<file path="config.mk">
export PLATFORM = sky130hd
export DESIGN_NAME = sbrf_formatter
export DESIGN_NICKNAME = d
export VERILOG_FILES = /design/src/logic/sbrf_pkg.sv /design/src/logic/sbrf_fifo.sv /design/src/logic/sbrf_formatter.sv
export SDC_FILE = /design/constraint.sdc
export NUM_CORES = 1
export LEC_CHECK = 0
export ABC_AREA = 1
export BUFFER_PORTS_ARGS = -buffer_cell sky130_fd_sc_hd__buf_2
export CORE_UTILIZATION = 55
export DETAILED_ROUTE_END_ITERATION = 10
export PLACE_DENSITY = 0.72
export SETUP_SLACK_MARGIN = 0.1
export SLEW_MARGIN = 20
export SYNTH_ARGS = -nofsm -noshare
export SYNTH_HDL_FRONTEND = slang
export SYNTH_HIERARCHICAL = 1
export SYNTH_SLANG_ARGS = --single-unit
</file>
<file path="constraint.sdc">
create_clock -name pclk -period 8.8 [get_ports pclk]
set_input_delay 2.2 -clock pclk [delete_from_list [all_inputs] [get_ports pclk]]
set_output_delay 2.2 -clock pclk [all_outputs]
set_load 0.02 [all_outputs]
</file>
<file path="src/logic/sbrf_pkg.sv">
// package: constants and carrier types for the satellite report formatter
package sbrf_pkg;
  localparam int          SBRF_DATA_W      = 16;           // report word width
  localparam int          SBRF_FIFO_DEPTH  = 16;           // words held per buffer
  // register byte offsets
  localparam logic [7:0]  SBRF_CTRL_OFF    = 8'h00;        // channel setup, field length
  localparam logic [7:0]  SBRF_CH1_OFF     = 8'h04;        // channel 1 report pop
  localparam logic [7:0]  SBRF_CH2_OFF     = 8'h08;        // channel 2 report pop
  localparam logic [7:0]  SBRF_STAT_OFF    = 8'h0c;        // fill levels
  // control field positions
  localparam int          SBRF_CTRL_LEN_LSB = 0;           // field length, 4 bits
  localparam int          SBRF_CTRL_ST1_LSB = 4;           // channel 1 state, 2 bits
  localparam int          SBRF_CTRL_ST2_LSB = 6;           // channel 2 state, 2 bits
  localparam logic [31:0] SBRF_CTRL_RST    = 32'h0000_00eb; // ch1 state 10, ch2 state 11, length 11
  // field length limits
  localparam logic [3:0]  SBRF_LEN_MIN     = 4'h8;
  localparam logic [3:0]  SBRF_LEN_MAX     = 4'hb;
  // fault codes
  localparam logic [11:0] SBRF_CODE_FEW    = 12'h019;      // bit time error or too few bits
  localparam logic [11:0] SBRF_CODE_MANY   = 12'h01a;      // too many bits
  localparam logic [11:0] SBRF_CODE_PAR    = 12'h01c;      // satellite parity error
  localparam logic [15:0] SBRF_CH2_RST     = 16'he000;     // channel 2 word after reset
  // status pair in d15:d14
  typedef enum logic [1:0] {
    SBRF_ST_OFF    = 2'b00,
    SBRF_ST_NOPROC = 2'b01,
    SBRF_ST_PROC   = 2'b10,
    SBRF_ST_CFG    = 2'b11
  } sbrf_status_t;
  // one received message from the decoder
  typedef struct packed {
    logic        chan;       // 0 = channel 1, 1 = channel 2
    logic [4:0]  nbits;      // data field bits counted
    logic [10:0] data;       // bits, lsb-aligned
    logic        par_err;    // satellite parity error
    logic        time_err;   // manchester bit time error
  } sbrf_msg_t;
endpackage : sbrf_pkg

</file>
<file path="src/logic/sbrf_fifo.sv">
// file: parameterised flip-flop fifo with valid/ready on both sides
`timescale 1ns/1ns
`default_nettype none
module sbrf_fifo #(
  parameter int WIDTH = 16,
  parameter int DEPTH = 16
) (
  input  wire logic             pclk,
  input  wire logic             presetn,
  input  wire logic [WIDTH-1:0] in_data,
  input  wire logic             in_valid,
  output logic                  in_ready,
  output logic [WIDTH-1:0]      out_data,
  output logic                  out_valid,
  input  wire logic             out_ready,
  output logic [$clog2(DEPTH):0] level
);
  localparam int AW = $clog2(DEPTH);
  logic [WIDTH-1:0] mem [DEPTH];   // storage
  logic [AW-1:0]    wr_ptr;        // next write slot
  logic [AW-1:0]    rd_ptr;        // oldest slot
  logic             push;
  logic             pop;

  // honest flags straight from the level
  assign in_ready  = (level != (AW+1)'(DEPTH)) ? 1'b1 : 1'b0;
  assign out_valid = (level != '0);
  assign out_data  = mem[rd_ptr];
  assign push      = in_valid && in_ready;
  assign pop       = out_valid && out_ready;

  // pointers and level
  always_ff @(posedge pclk or negedge presetn)
  begin
    if (!presetn)
    begin
      wr_ptr <= '0;
      rd_ptr <= '0;
      level  <= '0;
    end
    else
    begin
      if (push)
        wr_ptr <= wr_ptr + AW'(1);
      if (pop)
        rd_ptr <= rd_ptr + AW'(1);
      level <= level + (AW+1)'(push) - (AW+1)'(pop);
    end
  end

  // storage has no reset; only written slots are ever read
  always_ff @(posedge pclk)
  begin
    if (push)
      mem[wr_ptr] <= in_data;
  end

  fifo_bound_a: assert property (@(posedge pclk) disable iff (!presetn)
    level <= (AW+1)'(DEPTH)) else $error("fifo level above depth");
endmodule : sbrf_fifo
`default_nettype wire

</file>
<file path="src/logic/sbrf_formatter.sv">
// file: satellite b protocol report formatter with apb register access
// Summary of operation
// - parity error reports fault code 1c
// - d11 one for data, zero for faults
// - field length settable from 8 to 11
// - data right justified, upper bits zero
// - more bits than length: too many
// - fewer bits than length: too few
// - channel 1 reports setup after reset
// - channel 2 returns e000 after reset
// - d15:d14 carry the channel state
// - d13 makes the word odd parity
// - d12 flags a write to full buffer
// - few/time error 19, many 1a
`timescale 1ns/1ns
`default_nettype none
module sbrf_formatter
  import sbrf_pkg::*;
#(
  parameter int DEPTH = SBRF_FIFO_DEPTH
) (
  input  wire logic        pclk,
  input  wire logic        presetn,
  input  wire logic        psel,
  input  wire logic        penable,
  input  wire logic        pwrite,
  input  wire logic [7:0]  paddr,
  input  wire logic [31:0] pwdata,
  output logic [31:0]      prdata,
  output logic             pready,
  output logic             pslverr,
  input  wire sbrf_msg_t   msg,
  input  wire logic        msg_valid,
  output logic             msg_ready
);
  localparam int LW = $clog2(DEPTH) + 1;

  // how the block hangs together
  // - the decoder hands over one message per cycle with msg_valid
  // - the message is judged against the configured field length
  // - a fault replaces the payload by its code, with d11 low
  // - good data is masked to the field length, with d11 high
  // - status, loss flag and odd parity complete the 16-bit word
  // - the word is pushed into the buffer of its channel
  // - only a channel in the processing state stores words
  // - a read of a channel pops its buffer in the access cycle
  // - an empty buffer reads as status plus parity, no payload
  // - after reset each channel first shows its reset word
  //
  // loss handling
  // - a message for a full buffer is dropped, never stalled
  // - the drop sets a per-channel loss flag
  // - the flag is merged into d12 of the next word read out
  // - parity is recomputed at read time so d12 stays covered
  // - a pop clears the flag unless a new drop lands that cycle
  //
  // limitations
  // - the decoder cannot be held off: msg_ready is tied high
  // - field length writes outside 8..11 are refused whole,
  //   so the channel states in that write are not taken either
  // - the reset word of channel 1 follows the live setup register,
  //   so a setup write before the first read changes it
  //
  // bus timing
  // - answer registered in the setup cycle
  // - pready high in the first access cycle, no wait states
  // - the pop and the setup write take effect at that access edge

  logic [7:0]          ctrl;           // setup register
  logic [3:0]          field_len;      // configured data field length
  sbrf_status_t        st [2];         // per channel state
  logic [1:0]          boot;           // channel still shows its reset word
  logic [1:0]          lost;           // data lost flags, per channel
  logic [15:0]         word;           // formatted word for the incoming message
  logic [11:0]         body;           // d11:d0 content
  logic [15:0]         in_data [2];
  logic [1:0]          in_valid;
  logic [1:0]          in_ready;
  logic [15:0]         out_data [2];
  logic [1:0]          out_valid;
  logic [1:0]          out_ready;
  logic [LW-1:0]       level [2];
  logic                setup;          // apb setup phase
  logic                access;         // apb access phase, always ready
  logic                rd_ch [2];
  logic [15:0]         next_word;
  logic [1:0]          cfg_bits;

  assign field_len = ctrl[SBRF_CTRL_LEN_LSB +: 4];
  assign st[0]     = sbrf_status_t'(ctrl[SBRF_CTRL_ST1_LSB +: 2]);
  assign st[1]     = sbrf_status_t'(ctrl[SBRF_CTRL_ST2_LSB +: 2]);
  assign setup     = psel && !penable;
  assign access    = psel && penable;
  assign rd_ch[0]  = access && !pwrite && paddr == SBRF_CH1_OFF;
  assign rd_ch[1]  = access && !pwrite && paddr == SBRF_CH2_OFF;
  assign cfg_bits  = 2'b11;

  // fault priority: parity, then length checks, then time error
  always_comb
  begin
    body = {1'b1, 11'h000};
    if (msg.par_err)
      body = SBRF_CODE_PAR;
    else if (msg.nbits > {1'b0, field_len})
      body = SBRF_CODE_MANY;
    else if (msg.nbits < {1'b0, field_len} || msg.time_err)
      body = SBRF_CODE_FEW;
    else
      body = {1'b1, msg.data & ~(11'h7ff << field_len)};
  end

  // d15:d14 state, d12 loss, d13 chosen for odd parity
  always_comb
  begin
    next_word = {st[msg.chan], 1'b0, lost[msg.chan], body};
    next_word[13] = ~^next_word;
    word = next_word;
  end

  // the decoder is never stalled, msg_ready stays high;
  // a message for a full buffer is dropped and flagged
  assign msg_ready = 1'b1;

  // words go into the buffer of the addressed channel while it processes
  genvar g;
  generate
    for (g = 0; g < 2; g++)
    begin : g_ch
      assign in_valid[g]  = msg_valid && msg.chan == 1'(g) && st[g] == SBRF_ST_PROC;
      assign in_data[g]   = word;
      assign out_ready[g] = rd_ch[g] && !boot[g];
      sbrf_fifo #(.WIDTH(16), .DEPTH(DEPTH)) u_fifo (
        .pclk      (pclk),
        .presetn   (presetn),
        .in_data   (in_data[g]),
        .in_valid  (in_valid[g]),
        .in_ready  (in_ready[g]),
        .out_data  (out_data[g]),
        .out_valid (out_valid[g]),
        .out_ready (out_ready[g]),
        .level     (level[g])
      );
    end
  endgenerate

  // data lost: set on a write to a full buffer, set wins over clear
  always_ff @(posedge pclk or negedge presetn)
  begin
    if (!presetn)
      lost <= 2'b00;
    else
      for (int i = 0; i < 2; i++)
      begin
        if (in_valid[i] && !in_ready[i])
          lost[i] <= 1'b1;
        else if (out_ready[i])
          lost[i] <= 1'b0;                                   // reported once, then cleared
      end
  end

  // reset words stand until the first read of each channel
  always_ff @(posedge pclk or negedge presetn)
  begin
    if (!presetn)
      boot <= 2'b11;
    else
      for (int i = 0; i < 2; i++)
        if (rd_ch[i])
          boot[i] <= 1'b0;
  end

  // setup register; lengths outside 8..11 are refused with an error
  always_ff @(posedge pclk or negedge presetn)
  begin
    if (!presetn)
      ctrl <= SBRF_CTRL_RST[7:0];
    else if (access && pwrite && paddr == SBRF_CTRL_OFF
             && pwdata[3:0] >= SBRF_LEN_MIN && pwdata[3:0] <= SBRF_LEN_MAX)
      ctrl <= pwdata[7:0];
  end

  // channel 1 reset word: config report of the setup, odd parity
  function automatic logic [15:0] sbrf_cfg_word(input logic [7:0] c);
    logic [15:0] w;
    w = {cfg_bits, 2'b00, 4'h0, c};
    w[13] = ~^w;
    return w;
  endfunction : sbrf_cfg_word

  // channel read value: reset word, buffer head, or empty value
  function automatic logic [15:0] sbrf_ch_word(input int i);
    logic [15:0] w;
    if (boot[i])
      w = (i == 0) ? sbrf_cfg_word(ctrl) : SBRF_CH2_RST;
    else if (out_valid[i])
    begin
      w     = out_data[i];                                   // stored word
      w[12] = out_data[i][12] | lost[i];                     // drop shown on next read
      w[13] = 1'b0;                                          // cleared before parity
      w[13] = ~^w;                                           // parity covers new d12
    end
    else
    begin
      w = {st[i], 14'h0000};                                 // empty: no faults
      w[13] = ~^w;
    end
    return w;
  endfunction : sbrf_ch_word

  // apb answer registered in the setup cycle, ready in access
  always_ff @(posedge pclk or negedge presetn)
  begin
    if (!presetn)
    begin
      prdata  <= 32'h0000_0000;
      pready  <= 1'b0;
      pslverr <= 1'b0;
    end
    else
    begin
      pready  <= setup;
      pslverr <= 1'b0;
      prdata  <= 32'h0000_0000;
      if (setup)
      begin
        unique case (paddr)
          SBRF_CTRL_OFF: prdata <= {24'h000000, ctrl};
          SBRF_CH1_OFF:  prdata <= {16'h0000, sbrf_ch_word(0)};
          SBRF_CH2_OFF:  prdata <= {16'h0000, sbrf_ch_word(1)};
          SBRF_STAT_OFF: prdata <= {16'h0000, 8'(level[1]), 8'(level[0])};
          default:       pslverr <= 1'b1;                    // unmapped address
        endcase
        if (pwrite && paddr == SBRF_CTRL_OFF
            && !(pwdata[3:0] >= SBRF_LEN_MIN && pwdata[3:0] <= SBRF_LEN_MAX))
          pslverr <= 1'b1;
      end
    end
  end

  // assertions
  par_odd_a: assert property (@(posedge pclk) disable iff (!presetn)
    in_valid[0] |-> ^in_data[0]) else $error("even parity word");
  code_par_a: assert property (@(posedge pclk) disable iff (!presetn)
    msg_valid && msg.par_err |-> body == 12'h01c) else $error("parity code");
  code_many_a: assert property (@(posedge pclk) disable iff (!presetn)
    msg_valid && !msg.par_err && msg.nbits > {1'b0, field_len}
    |-> body == 12'h01a) else $error("many code");
  code_few_a: assert property (@(posedge pclk) disable iff (!presetn)
    msg_valid && !msg.par_err && msg.nbits < {1'b0, field_len}
    |-> body == 12'h019) else $error("few code");
  data_d11_a: assert property (@(posedge pclk) disable iff (!presetn)
    msg_valid && body[11] |-> !msg.par_err && !msg.time_err
    && msg.nbits == {1'b0, field_len}) else $error("d11 on fault");
  just_zero_a: assert property (@(posedge pclk) disable iff (!presetn)
    msg_valid && body[11] |-> (body[10:0] >> field_len) == 11'h0)
    else $error("upper bits set");
  len_range_a: assert property (@(posedge pclk) disable iff (!presetn)
    field_len >= 4'h8 && field_len <= 4'hb) else $error("length range");
  lost_set_a: assert property (@(posedge pclk) disable iff (!presetn)
    in_valid[0] && !in_ready[0] |=> lost[0]) else $error("loss missed");
  ch2_boot_a: assert property (@(posedge pclk) disable iff (!presetn)
    boot[1] && psel && !penable && !pwrite && paddr == 8'h08
    |=> prdata == 32'h0000_e000) else $error("ch2 reset word");
  status_a: assert property (@(posedge pclk) disable iff (!presetn)
    in_valid[1] |-> in_data[1][15:14] == 2'b10) else $error("status bits");
  ch1_cfg_a: assert property (@(posedge pclk) disable iff (!presetn)
    boot[0] && psel && !penable && paddr == 8'h04
    |=> prdata[15:14] == 2'b11 && ^prdata[15:0]) else $error("ch1 word");

  // a drop must show up in d12 of the next word read out
  lost_read_a: assert property (@(posedge pclk) disable iff (!presetn)
    psel && !penable && paddr == SBRF_CH1_OFF && !boot[0] && out_valid[0] && lost[0]
    |=> prdata[12]) else $error("loss not shown");
  // a bit time error alone is reported with the too few code
  code_time_a: assert property (@(posedge pclk) disable iff (!presetn)
    msg_valid && !msg.par_err && msg.nbits == {1'b0, field_len} && msg.time_err
    |-> body == SBRF_CODE_FEW) else $error("time code");

  // main scenarios
  fill_c: cover property (@(posedge pclk) disable iff (!presetn) !in_ready[0]);
  lost_c: cover property (@(posedge pclk) disable iff (!presetn) lost[0]);
  boot_c: cover property (@(posedge pclk) disable iff (!presetn)
    rd_ch[0] && boot[0]);
  many_c: cover property (@(posedge pclk) disable iff (!presetn)
    msg_valid && body == 12'h01a);
  data_c: cover property (@(posedge pclk) disable iff (!presetn) out_ready[1]);
endmodule : sbrf_formatter
`default_nettype wire

</file>
==> out/summary.txt, run 1 <==
Most Used Layer, Global Route - met2
Reg clk slew, reported paths - 0.07 ns
Post-DP HPWL - 32.6 mm
DP Area - 25,000 um^2
Final Critical Period - 5.25 ns
Fin Clk Skew - 0.0144 ns
DRC - 0
Util after Layout - 61.8%
Post-placement cell count - 3,003
DR pass1 iterations - 7
Setup Fix Bufs, Post-CTS - 0
Final WL - 56.4 mm
# IOs - 100
H-Tree Depth - 2
First-pass GRT wire length - 86.2 mm
CTS tree - done
# setup viols final - 0
Worst-margin pin slew - 1.07 ns
Initial detailed-routing violation count - 1,881
Ant. Diodes - 0
CTS buffer count - 53
Syn avg cell area - 10.1 um^2
Vias/cell - 5.26
Power share of the clock group - 43.4%
Fillers - 3,345
Worst hold margin - 0.510 ns
Vias - 16,309
Cell Area, Synth - 24,400 um^2
Power per cell area - 197 nW/um^2
Sw frac - 20.9%
Vert. Die Dim - 213 um
Port Buffer Count - 58
Routing usage on met2 - 40.5%
Cells after Synth - 2,418
Cell area after layout - 26,800 um^2
Max Freq - 190 MHz
Post-layout nets - 2,571
All-layer global routing usage - 25.6%
Die Footprint - 45,200 um^2
P&R area growth vs syn - 9.94%
Final TNS setup - 0 ns
Post-route clock period utilization - 59.7%
Deepest clock path buffer count - 3
Logic gate share of total power - 3.7%
DR WL/cell - 18.2 um
Total Power - 5.27 mW
P_int - 4.17 mW
Crit path cell chain - buf_2, or2_1, nor2_1, nand3_1, nor4_1, nand2_1, inv_1, ha_1, inv_1, ha_1, inv_1, fa_1, o21ai_0, nand2_1, nand3b_1, nand2_1
Initial core utilization - 56.2%
Worst R2R Setup Slack - 5.06 ns
CP arrival - 5.74 ns
Total gr overflow - 0
Critical Path Sink Type - flip-flop
CP max-delay cell - nor2_1
Worst Hold Class - flip-flop to flip-flop
Antenna Violating Nets Remaining - 0
CP Buf/Inv Count - 4
RSZ-0062 raised after global routing - no
Die X - 213 um
Worst stage delay on the critical path - 0.65 ns
Final Hold Viols - 0
Leak Pwr - 11.6 nW
Clock Latency Late Sink - 0.60 ns
Max Cap Viol - 0
Sequential share of power - 52.8%
GR Util met3 - 4.28%
Req. time, crit path - 9.28 ns
Max-slew violations - 0
Resized cells post-CTS - 0
Largest net degree at the start of global routing - 100
FP Rows - 76
Rel. slew slack - 28.8%
Maximum vdd drop - 136 uV
Commonest non-fill, non-tap cell in the layout - nand2_1
Cell family with the largest share of critical-path delay - simple AND/OR/NAND/NOR gates
Worst setup path class - input port to flip-flop
Startpoint Class - input port
Routability congestion estimate - 0.918
Clock Sinks - 536
Vias in the first global route - 15,546
Core area - 43,400 um^2
Synth warn - 6
Post-placement setup slack - 3.03 ns
Post-route insts no fill - 3,103
Worst-path maximum fanout - 12
CTS root buf - clkbuf_16
Status - finished clean
Slack of the critical path - 3.55 ns
Initial antenna violation count - 0
Layout cells sized above 1 - 9.69%
Global routing usage on met1 - 35.4%
Most frequent cells in the layout - nand2_1, edfxtp_1, inv_1
P_sw - 1.10 mW
Hold buffers post-CTS - 0
## worst reg2reg max path: cells and delay by family, from the launching register on
kind            cells  cell delay (ns)
buf+inv             2             0.93
compound gates      1             0.13
flops               1             0.82
simple gates       10             1.31
xor+xnor            3             0.48
## final timing paths
path                                     startpoint                  endpoint  cells after the start
max in group asynchronous                   presetn  g_ch[0].u_fifo/rd_ptr[0]                      2
max reg2reg                g_ch[0].u_fifo/rd_ptr[0]                prdata[13]                     16
min in group asynchronous                   presetn  g_ch[1].u_fifo/rd_ptr[0]                      2
max                                        paddr[1]   g_ch[0].u_fifo/level[4]                     16
min                                         boot[0]                   boot[0]                      2
min reg2reg                                 boot[0]                   boot[0]                      2
## layout make-up
cell class	instances	area (um^2)	share of cell area [%]
flip-flops and latches	536	15800	59.1
repair buffers	101	613	2.29
multi-input cells	1502	6800	25.4
inverters	279	1050	3.93
clock buffers	69	1490	5.56
well taps	585	732	2.73
clock inverters	31	283	1.06
## per-layer routing
layer / routed length [um] / share of wire, %
met5: 0 / 0
met3: 4790 / 8.5
met4: 1850 / 3.3
met1: 23700 / 42
met2: 26100 / 46
## power by group through the flow
| stage | Sequential [mW] | Clock [mW] | Combinational, mW |
|---|---|---|---|
| 3_5_place_dp | 2.83 | 0 | 0.196 |
| 6_report | 2.78 | 2.29 | 0.197 |
| 5_1_grt | 2.78 | 2.40 | 0.223 |
| 2_1_floorplan | 2.83 | 0 | 0.149 |
| 4_1_cts | 2.78 | 2.31 | 0.197 |
| 3_3_place_gp | 2.83 | 0 | 0.192 |
## registers in the layout (all words and copies together), names as in the netlist, 2 cells and up
register / count
g_ch.u_fifo/level: 10
lost: 2
g_ch.u_fifo/wr_ptr: 8
g_ch.u_fifo/mem: 480
ctrl: 8
boot: 2
prdata: 16
g_ch.u_fifo/rd_ptr: 8
Note: power is estimated with default switching activity, not from simulation.
==> run 2, diff against run 1 <==
Settings changed: PLACE_DENSITY 0.72 to 0.75.
Clock period 8.8 ns to 4.7 ns, I/O delays scaled along.
==> run 2 against run 1 <==
  * Global-route usage rose by 0.31 points
  * Clock power rose by 79%
  * Worst hold slack improved by 0.020 ns
  * Sequential power rose by 87%
  * Highest routed layer unchanged
  * Via count rose by 2.9%
  * Combinational power rose by 90%
  * Largest power group unchanged
  * Utilization barely moved
  * Die area did not move
  * Largest cell class unchanged
==> out/summary.txt, run 2 (same netlist as run 1, synthesis figures left out) <==
Status - finished clean
Worst stage delay on the critical path - 1.02 ns
Deepest clock path buffer count - 3
RSZ-0062 raised after global routing - no
P&R area growth vs syn - 9.92%
Cell area after layout - 26,800 um^2
Hold path start - boot[1]
Core area - 43,400 um^2
Biggest register - g_ch.u_fifo/mem
Leak Pwr - 11.6 nW
Crit path cell chain - clkinv_1, nand3_1, nand3_1, nand2_1, nand2_1, xor2_1, xnor2_1, xor2_1, nand2_1, nand3_1, nand2_1, nand2_1, a21oi_1
Top flop regs - g_ch.u_fifo/mem x480, prdata x16, g_ch.u_fifo/level x10
Crit Reg-Reg Startpoint - g_ch[0].u_fifo/rd_ptr[1]
Power share of the clock group - 42.3%
Reg clk slew, reported paths - 0.06 ns
Max-slew violations - 0
Slack of the critical path - 0.903 ns
Startpoint Class - flip-flop
Vias - 16,775
Largest net degree at the start of global routing - 152
DR pass1 iterations - 8
Worst R2R Setup Slack - 0.90 ns
Critical Path Sink Type - flip-flop
# setup viols final - 0
CP max-delay cell - clkinv_1
Power per cell area - 361 nW/um^2
Setup Fix Bufs, Post-CTS - 0
Final Hold Viols - 0
Most frequent cells in the layout - nand2_1, edfxtp_1, inv_1
Worst hold margin - 0.530 ns
DP Area - 25,100 um^2
Worst Hold Path EP - boot[1]
Fillers - 3,307
P_int - 7.67 mW
Post-placement setup slack - 0.593 ns
Hold buffers post-CTS - 0
Ant. Diodes - 0
H-Tree Depth - 2
Resized cells post-CTS - 0
CTS tree - done
Port Buffer Count - 58
Layout cells sized above 1 - 9.54%
Max Freq - 263 MHz
Fin Clk Skew - 0.0194 ns
FP Rows - 76
CP arrival - 4.26 ns
Critical path's most frequent cell - nand2_1
Worst Hold Class - flip-flop to flip-flop
Final WL - 57.5 mm
Initial antenna violation count - 0
CP Buf/Inv Count - 1
DR WL/cell - 18.5 um
Commonest non-fill, non-tap cell in the layout - nand2_1
Worst setup path class - flip-flop to flip-flop
Worst-path maximum fanout - 31
Logic gate share of total power - 3.9%
First-pass GRT wire length - 87.8 mm
Maximum vdd drop - 264 uV
Cell family with the largest share of critical-path delay - simple AND/OR/NAND/NOR gates
Final TNS setup - 0 ns
Die X - 213 um
Req. time, crit path - 5.17 ns
Vert. Die Dim - 213 um
Sequential share of power - 53.8%
P_sw - 1.99 mW
Clock Sinks - 536
Vias/cell - 5.39
Worst-margin pin slew - 1.12 ns
All-layer global routing usage - 25.9%
Rel. slew slack - 25.4%
Post-layout nets - 2,583
Largest register FFs - 480
CTS buffer count - 52
Hold Path Cell Cnt - 1
Routability congestion estimate - 0.929
RR Endpoint - prdata[13]
Post-route clock period utilization - 80.8%
Initial core utilization - 56.2%
Initial detailed-routing violation count - 2,126
Die Footprint - 45,200 um^2
Vias in the first global route - 15,971
# IOs - 100
Worst r2r path cells - 13
DRC - 0
Max Cap Viol - 0
Post-DP HPWL - 35.1 mm
Sw frac - 20.6%
Total gr overflow - 0
Clock Latency Late Sink - 0.58 ns
CTS root buf - clkbuf_16
Antenna Violating Nets Remaining - 0
Final Critical Period - 3.80 ns
[run 2: worst max-delay path by stage]
stage                                        start                      end  slack [ns]  depth (start not counted)
after detailed placement                  paddr[1]  g_ch[0].u_fifo/level[4]        0.59                         16
after global placement                    paddr[1]  g_ch[0].u_fifo/level[4]        0.61                         16
after global routing      g_ch[1].u_fifo/rd_ptr[1]               prdata[13]        0.67                         13
final                     g_ch[0].u_fifo/rd_ptr[1]               prdata[13]        0.90                         13
after floorplan                           paddr[1]  g_ch[0].u_fifo/level[4]        1.17                         15
after CTS                                 paddr[1]  g_ch[0].u_fifo/level[4]        1.19                         16
[run 2: metrics by stage]
| step | std cells | util (%) | total power [mW] |
|---|---|---|---|
| after floorplan | 2433 | - | 5.57 |
| after global placement | 3016 | 57.9 | 5.66 |
| after detailed placement | 3016 | 57.9 | 5.67 |
| after CTS | 3112 | 61.8 | 9.71 |
| after global routing | 3112 | 61.8 | 9.92 |
| final | 3112 | 61.8 | 9.66 |
[run 2: layout make-up]
cell class | count | area (um^2) | share of cell area (%)
Multi-Input combinational cell | 1502 | 6780 | 25.3
Inverter | 279 | 1050 | 3.93
Clock buffer | 70 | 1450 | 5.41
Clock inverter | 26 | 229 | 0.855
Timing Repair Buffer | 114 | 723 | 2.70
Sequential cell | 536 | 15800 | 59.1
Tap cell | 585 | 732 | 2.73
[run 2: power groups by stage]
stage | registers (mW) | clock network (mW) | logic, mW
6_report | 5.20 | 4.09 | 0.375
5_1_grt | 5.20 | 4.29 | 0.422
4_1_cts | 5.20 | 4.13 | 0.374
3_5_place_dp | 5.30 | 0 | 0.371
3_3_place_gp | 5.30 | 0 | 0.358
2_1_floorplan | 5.29 | 0 | 0.279
[run 2: per-layer routing]
metal	global-route usage [%]	vias to the layer above	wire (um)
met3	3.97	109	5680
li1	-	7862	-
met4	8.81	0	1690
met1	36.4	7963	23500
met2	41.2	841	26600
met5	0	-	0
==> run 3, diff against run 2 <==
Settings changed: PLACE_DENSITY 0.75 to 0.72.
Clock period 4.7 ns to 3.79 ns, I/O delays scaled along.
==> run 3 against run 2 <==
  * Flip-flop and latch count unchanged
  * Critical endpoint unchanged
  * Routed wire length down 0.29%
  * Largest power group unchanged
  * Worst hold slack worse by 0.16 ns
  * Clock power rose by 19%
  * Power grew 22%
  * Register-to-register slack got worse by 0.20 ns
  * Sequential power rose by 24%
  * Sequential share of layout area down 0.20 points
  * Maximum frequency increased by 23%
==> out/summary.txt, run 3 (same netlist as run 1, synthesis figures left out) <==
Largest net degree at the start of global routing - 152
CTS buffer count - 51
Total gr overflow - 0
Routability congestion estimate - 0.890
Maximum vdd drop - 347 uV
Rel. slew slack - 22.3%
DRC - 0
Post-placement setup slack - 0.131 ns
Crit Reg-Reg Startpoint - g_ch[0].u_fifo/rd_ptr[1]
DP Area - 25,300 um^2
Critical Path Sink Type - flip-flop
Commonest non-fill, non-tap cell in the layout - nand2_1
Deepest clock path buffer count - 3
FP Rows - 76
Worst r2r path cells - 15
Most frequent cells in the layout - nand2_1, edfxtp_1, inv_1
Port Buffer Count - 58
Initial detailed-routing violation count - 1,825
Layout cells sized above 1 - 9.98%
Vert. Die Dim - 213 um
Post-layout nets - 2,602
Max Cap Viol - 0
Worst setup path class - flip-flop to flip-flop
Worst-margin pin slew - 1.16 ns
P&R area growth vs syn - 10.3%
Status - finished clean
Final Hold Viols - 0
H-Tree Depth - 2
All-layer global routing usage - 26.0%
Vias in the first global route - 15,654
Reg clk slew, reported paths - 0.07 ns
CTS tree - done
Fin Clk Skew - 0.0162 ns
# setup viols final - 0
Initial antenna violation count - 2
Largest register FFs - 480
Req. time, crit path - 4.26 ns
CTS root buf - clkbuf_16
Clock Sinks - 536
Vias/cell - 5.28
RR Endpoint - prdata[13]
Post-route clock period utilization - 81.5%
Final TNS setup - 0 ns
Final Critical Period - 3.09 ns
Hold buffers post-CTS - 0
Initial core utilization - 56.2%
Resized cells post-CTS - 0
Leak Pwr - 11.7 nW
WL met2 - 26.6 mm
Critical path startpoint - g_ch[0].u_fifo/rd_ptr[1]
DR pass1 iterations - 5
Setup Fix Bufs, Post-CTS - 0
WL met1 - 23.6 mm
Worst Hold Class - input port to async pin
DR WL/cell - 18.3 um
# IOs - 100
Post-DP HPWL - 34.4 mm
CP arrival - 3.56 ns
Die Footprint - 45,200 um^2
Final WL - 57.3 mm
Clock Latency Late Sink - 0.59 ns
Startpoint Class - flip-flop
Power per cell area - 439 nW/um^2
Max Freq - 324 MHz
Slack of the critical path - 0.701 ns
Core area - 43,400 um^2
Worst R2R Setup Slack - 0.70 ns
Top sig layer - met4
RSZ-0062 raised after global routing - no
Max-slew violations - 0
Vias - 16,537
Antenna Violating Nets Remaining - 0
Die X - 213 um
Top flop regs - g_ch.u_fifo/mem x480, prdata x16, g_ch.u_fifo/level x10
Ant. Diodes - 0
First-pass GRT wire length - 87.6 mm
Biggest register - g_ch.u_fifo/mem
Cell area after layout - 26,900 um^2
Met3 routed WL - 4.95 mm
Worst-path maximum fanout - 31
## run 3: final cells by class
type | instances | area, um^2
multi-input cells | 1502 | 6770
inverters | 279 | 1050
clock inverters | 21 | 120
fillers | 3409 | 16500
well taps | 585 | 732
repair buffers | 134 | 901
clock buffers | 74 | 1480
flip-flops and latches | 536 | 15800
## run 3: power breakdown
part | switching [mW] | total, mW | internal (mW)
Sequential | 0.0392 | 6.45 | 6.41
Clock | 2.12 | 4.88 | 2.76
Combinational | 0.309 | 0.470 | 0.160
Total | 2.47 | 11.8 | 9.33
## run 3: metrics by stage
step,instances,total power [mW],util (%),hold WS (ns)
global route,3131,12.2,62.0,0.406
global placement,3036,7.03,58.3,0.492
finish,3131,11.8,62.0,0.373
floorplan,2433,6.91,-,0.474
detailed placement,3036,7.04,58.3,0.502
CTS,3131,11.9,62.0,0.515
## run 3: worst max-delay path, stage by stage (launching register included)
cell,delay (ns)
dfrtp_1,0.44
buf_4,0.39
inv_1,0.32
buf_4,0.28
nand3_1,0.09
nand3_1,0.09
nand2_1,0.20
nand2_1,0.18
xor2_1,0.19
xnor2_1,0.25
xor2_1,0.18
nand2_1,0.06
nand3_1,0.08
nand2_1,0.06
nand2_1,0.07
a21oi_1,0.06
## run 3: routing by layer
metal  up-vias  track usage (%)
met1      7856             36.6
met3       111             3.38
met4         0             10.1
li1       7898                -
met5         -                0
met2       672             41.1
## run 3: worst max-delay path by stage
stage,end,slack [ns],cells past startpoint
floorplan,g_ch[0].u_fifo/level[4],0.49,15
CTS,prdata[13],0.75,14
global route,g_ch[1].u_fifo/level[4],0.45,17
detailed placement,g_ch[1].u_fifo/level[4],0.13,16
finish,prdata[13],0.70,15
global placement,g_ch[0].u_fifo/level[4],0.18,17
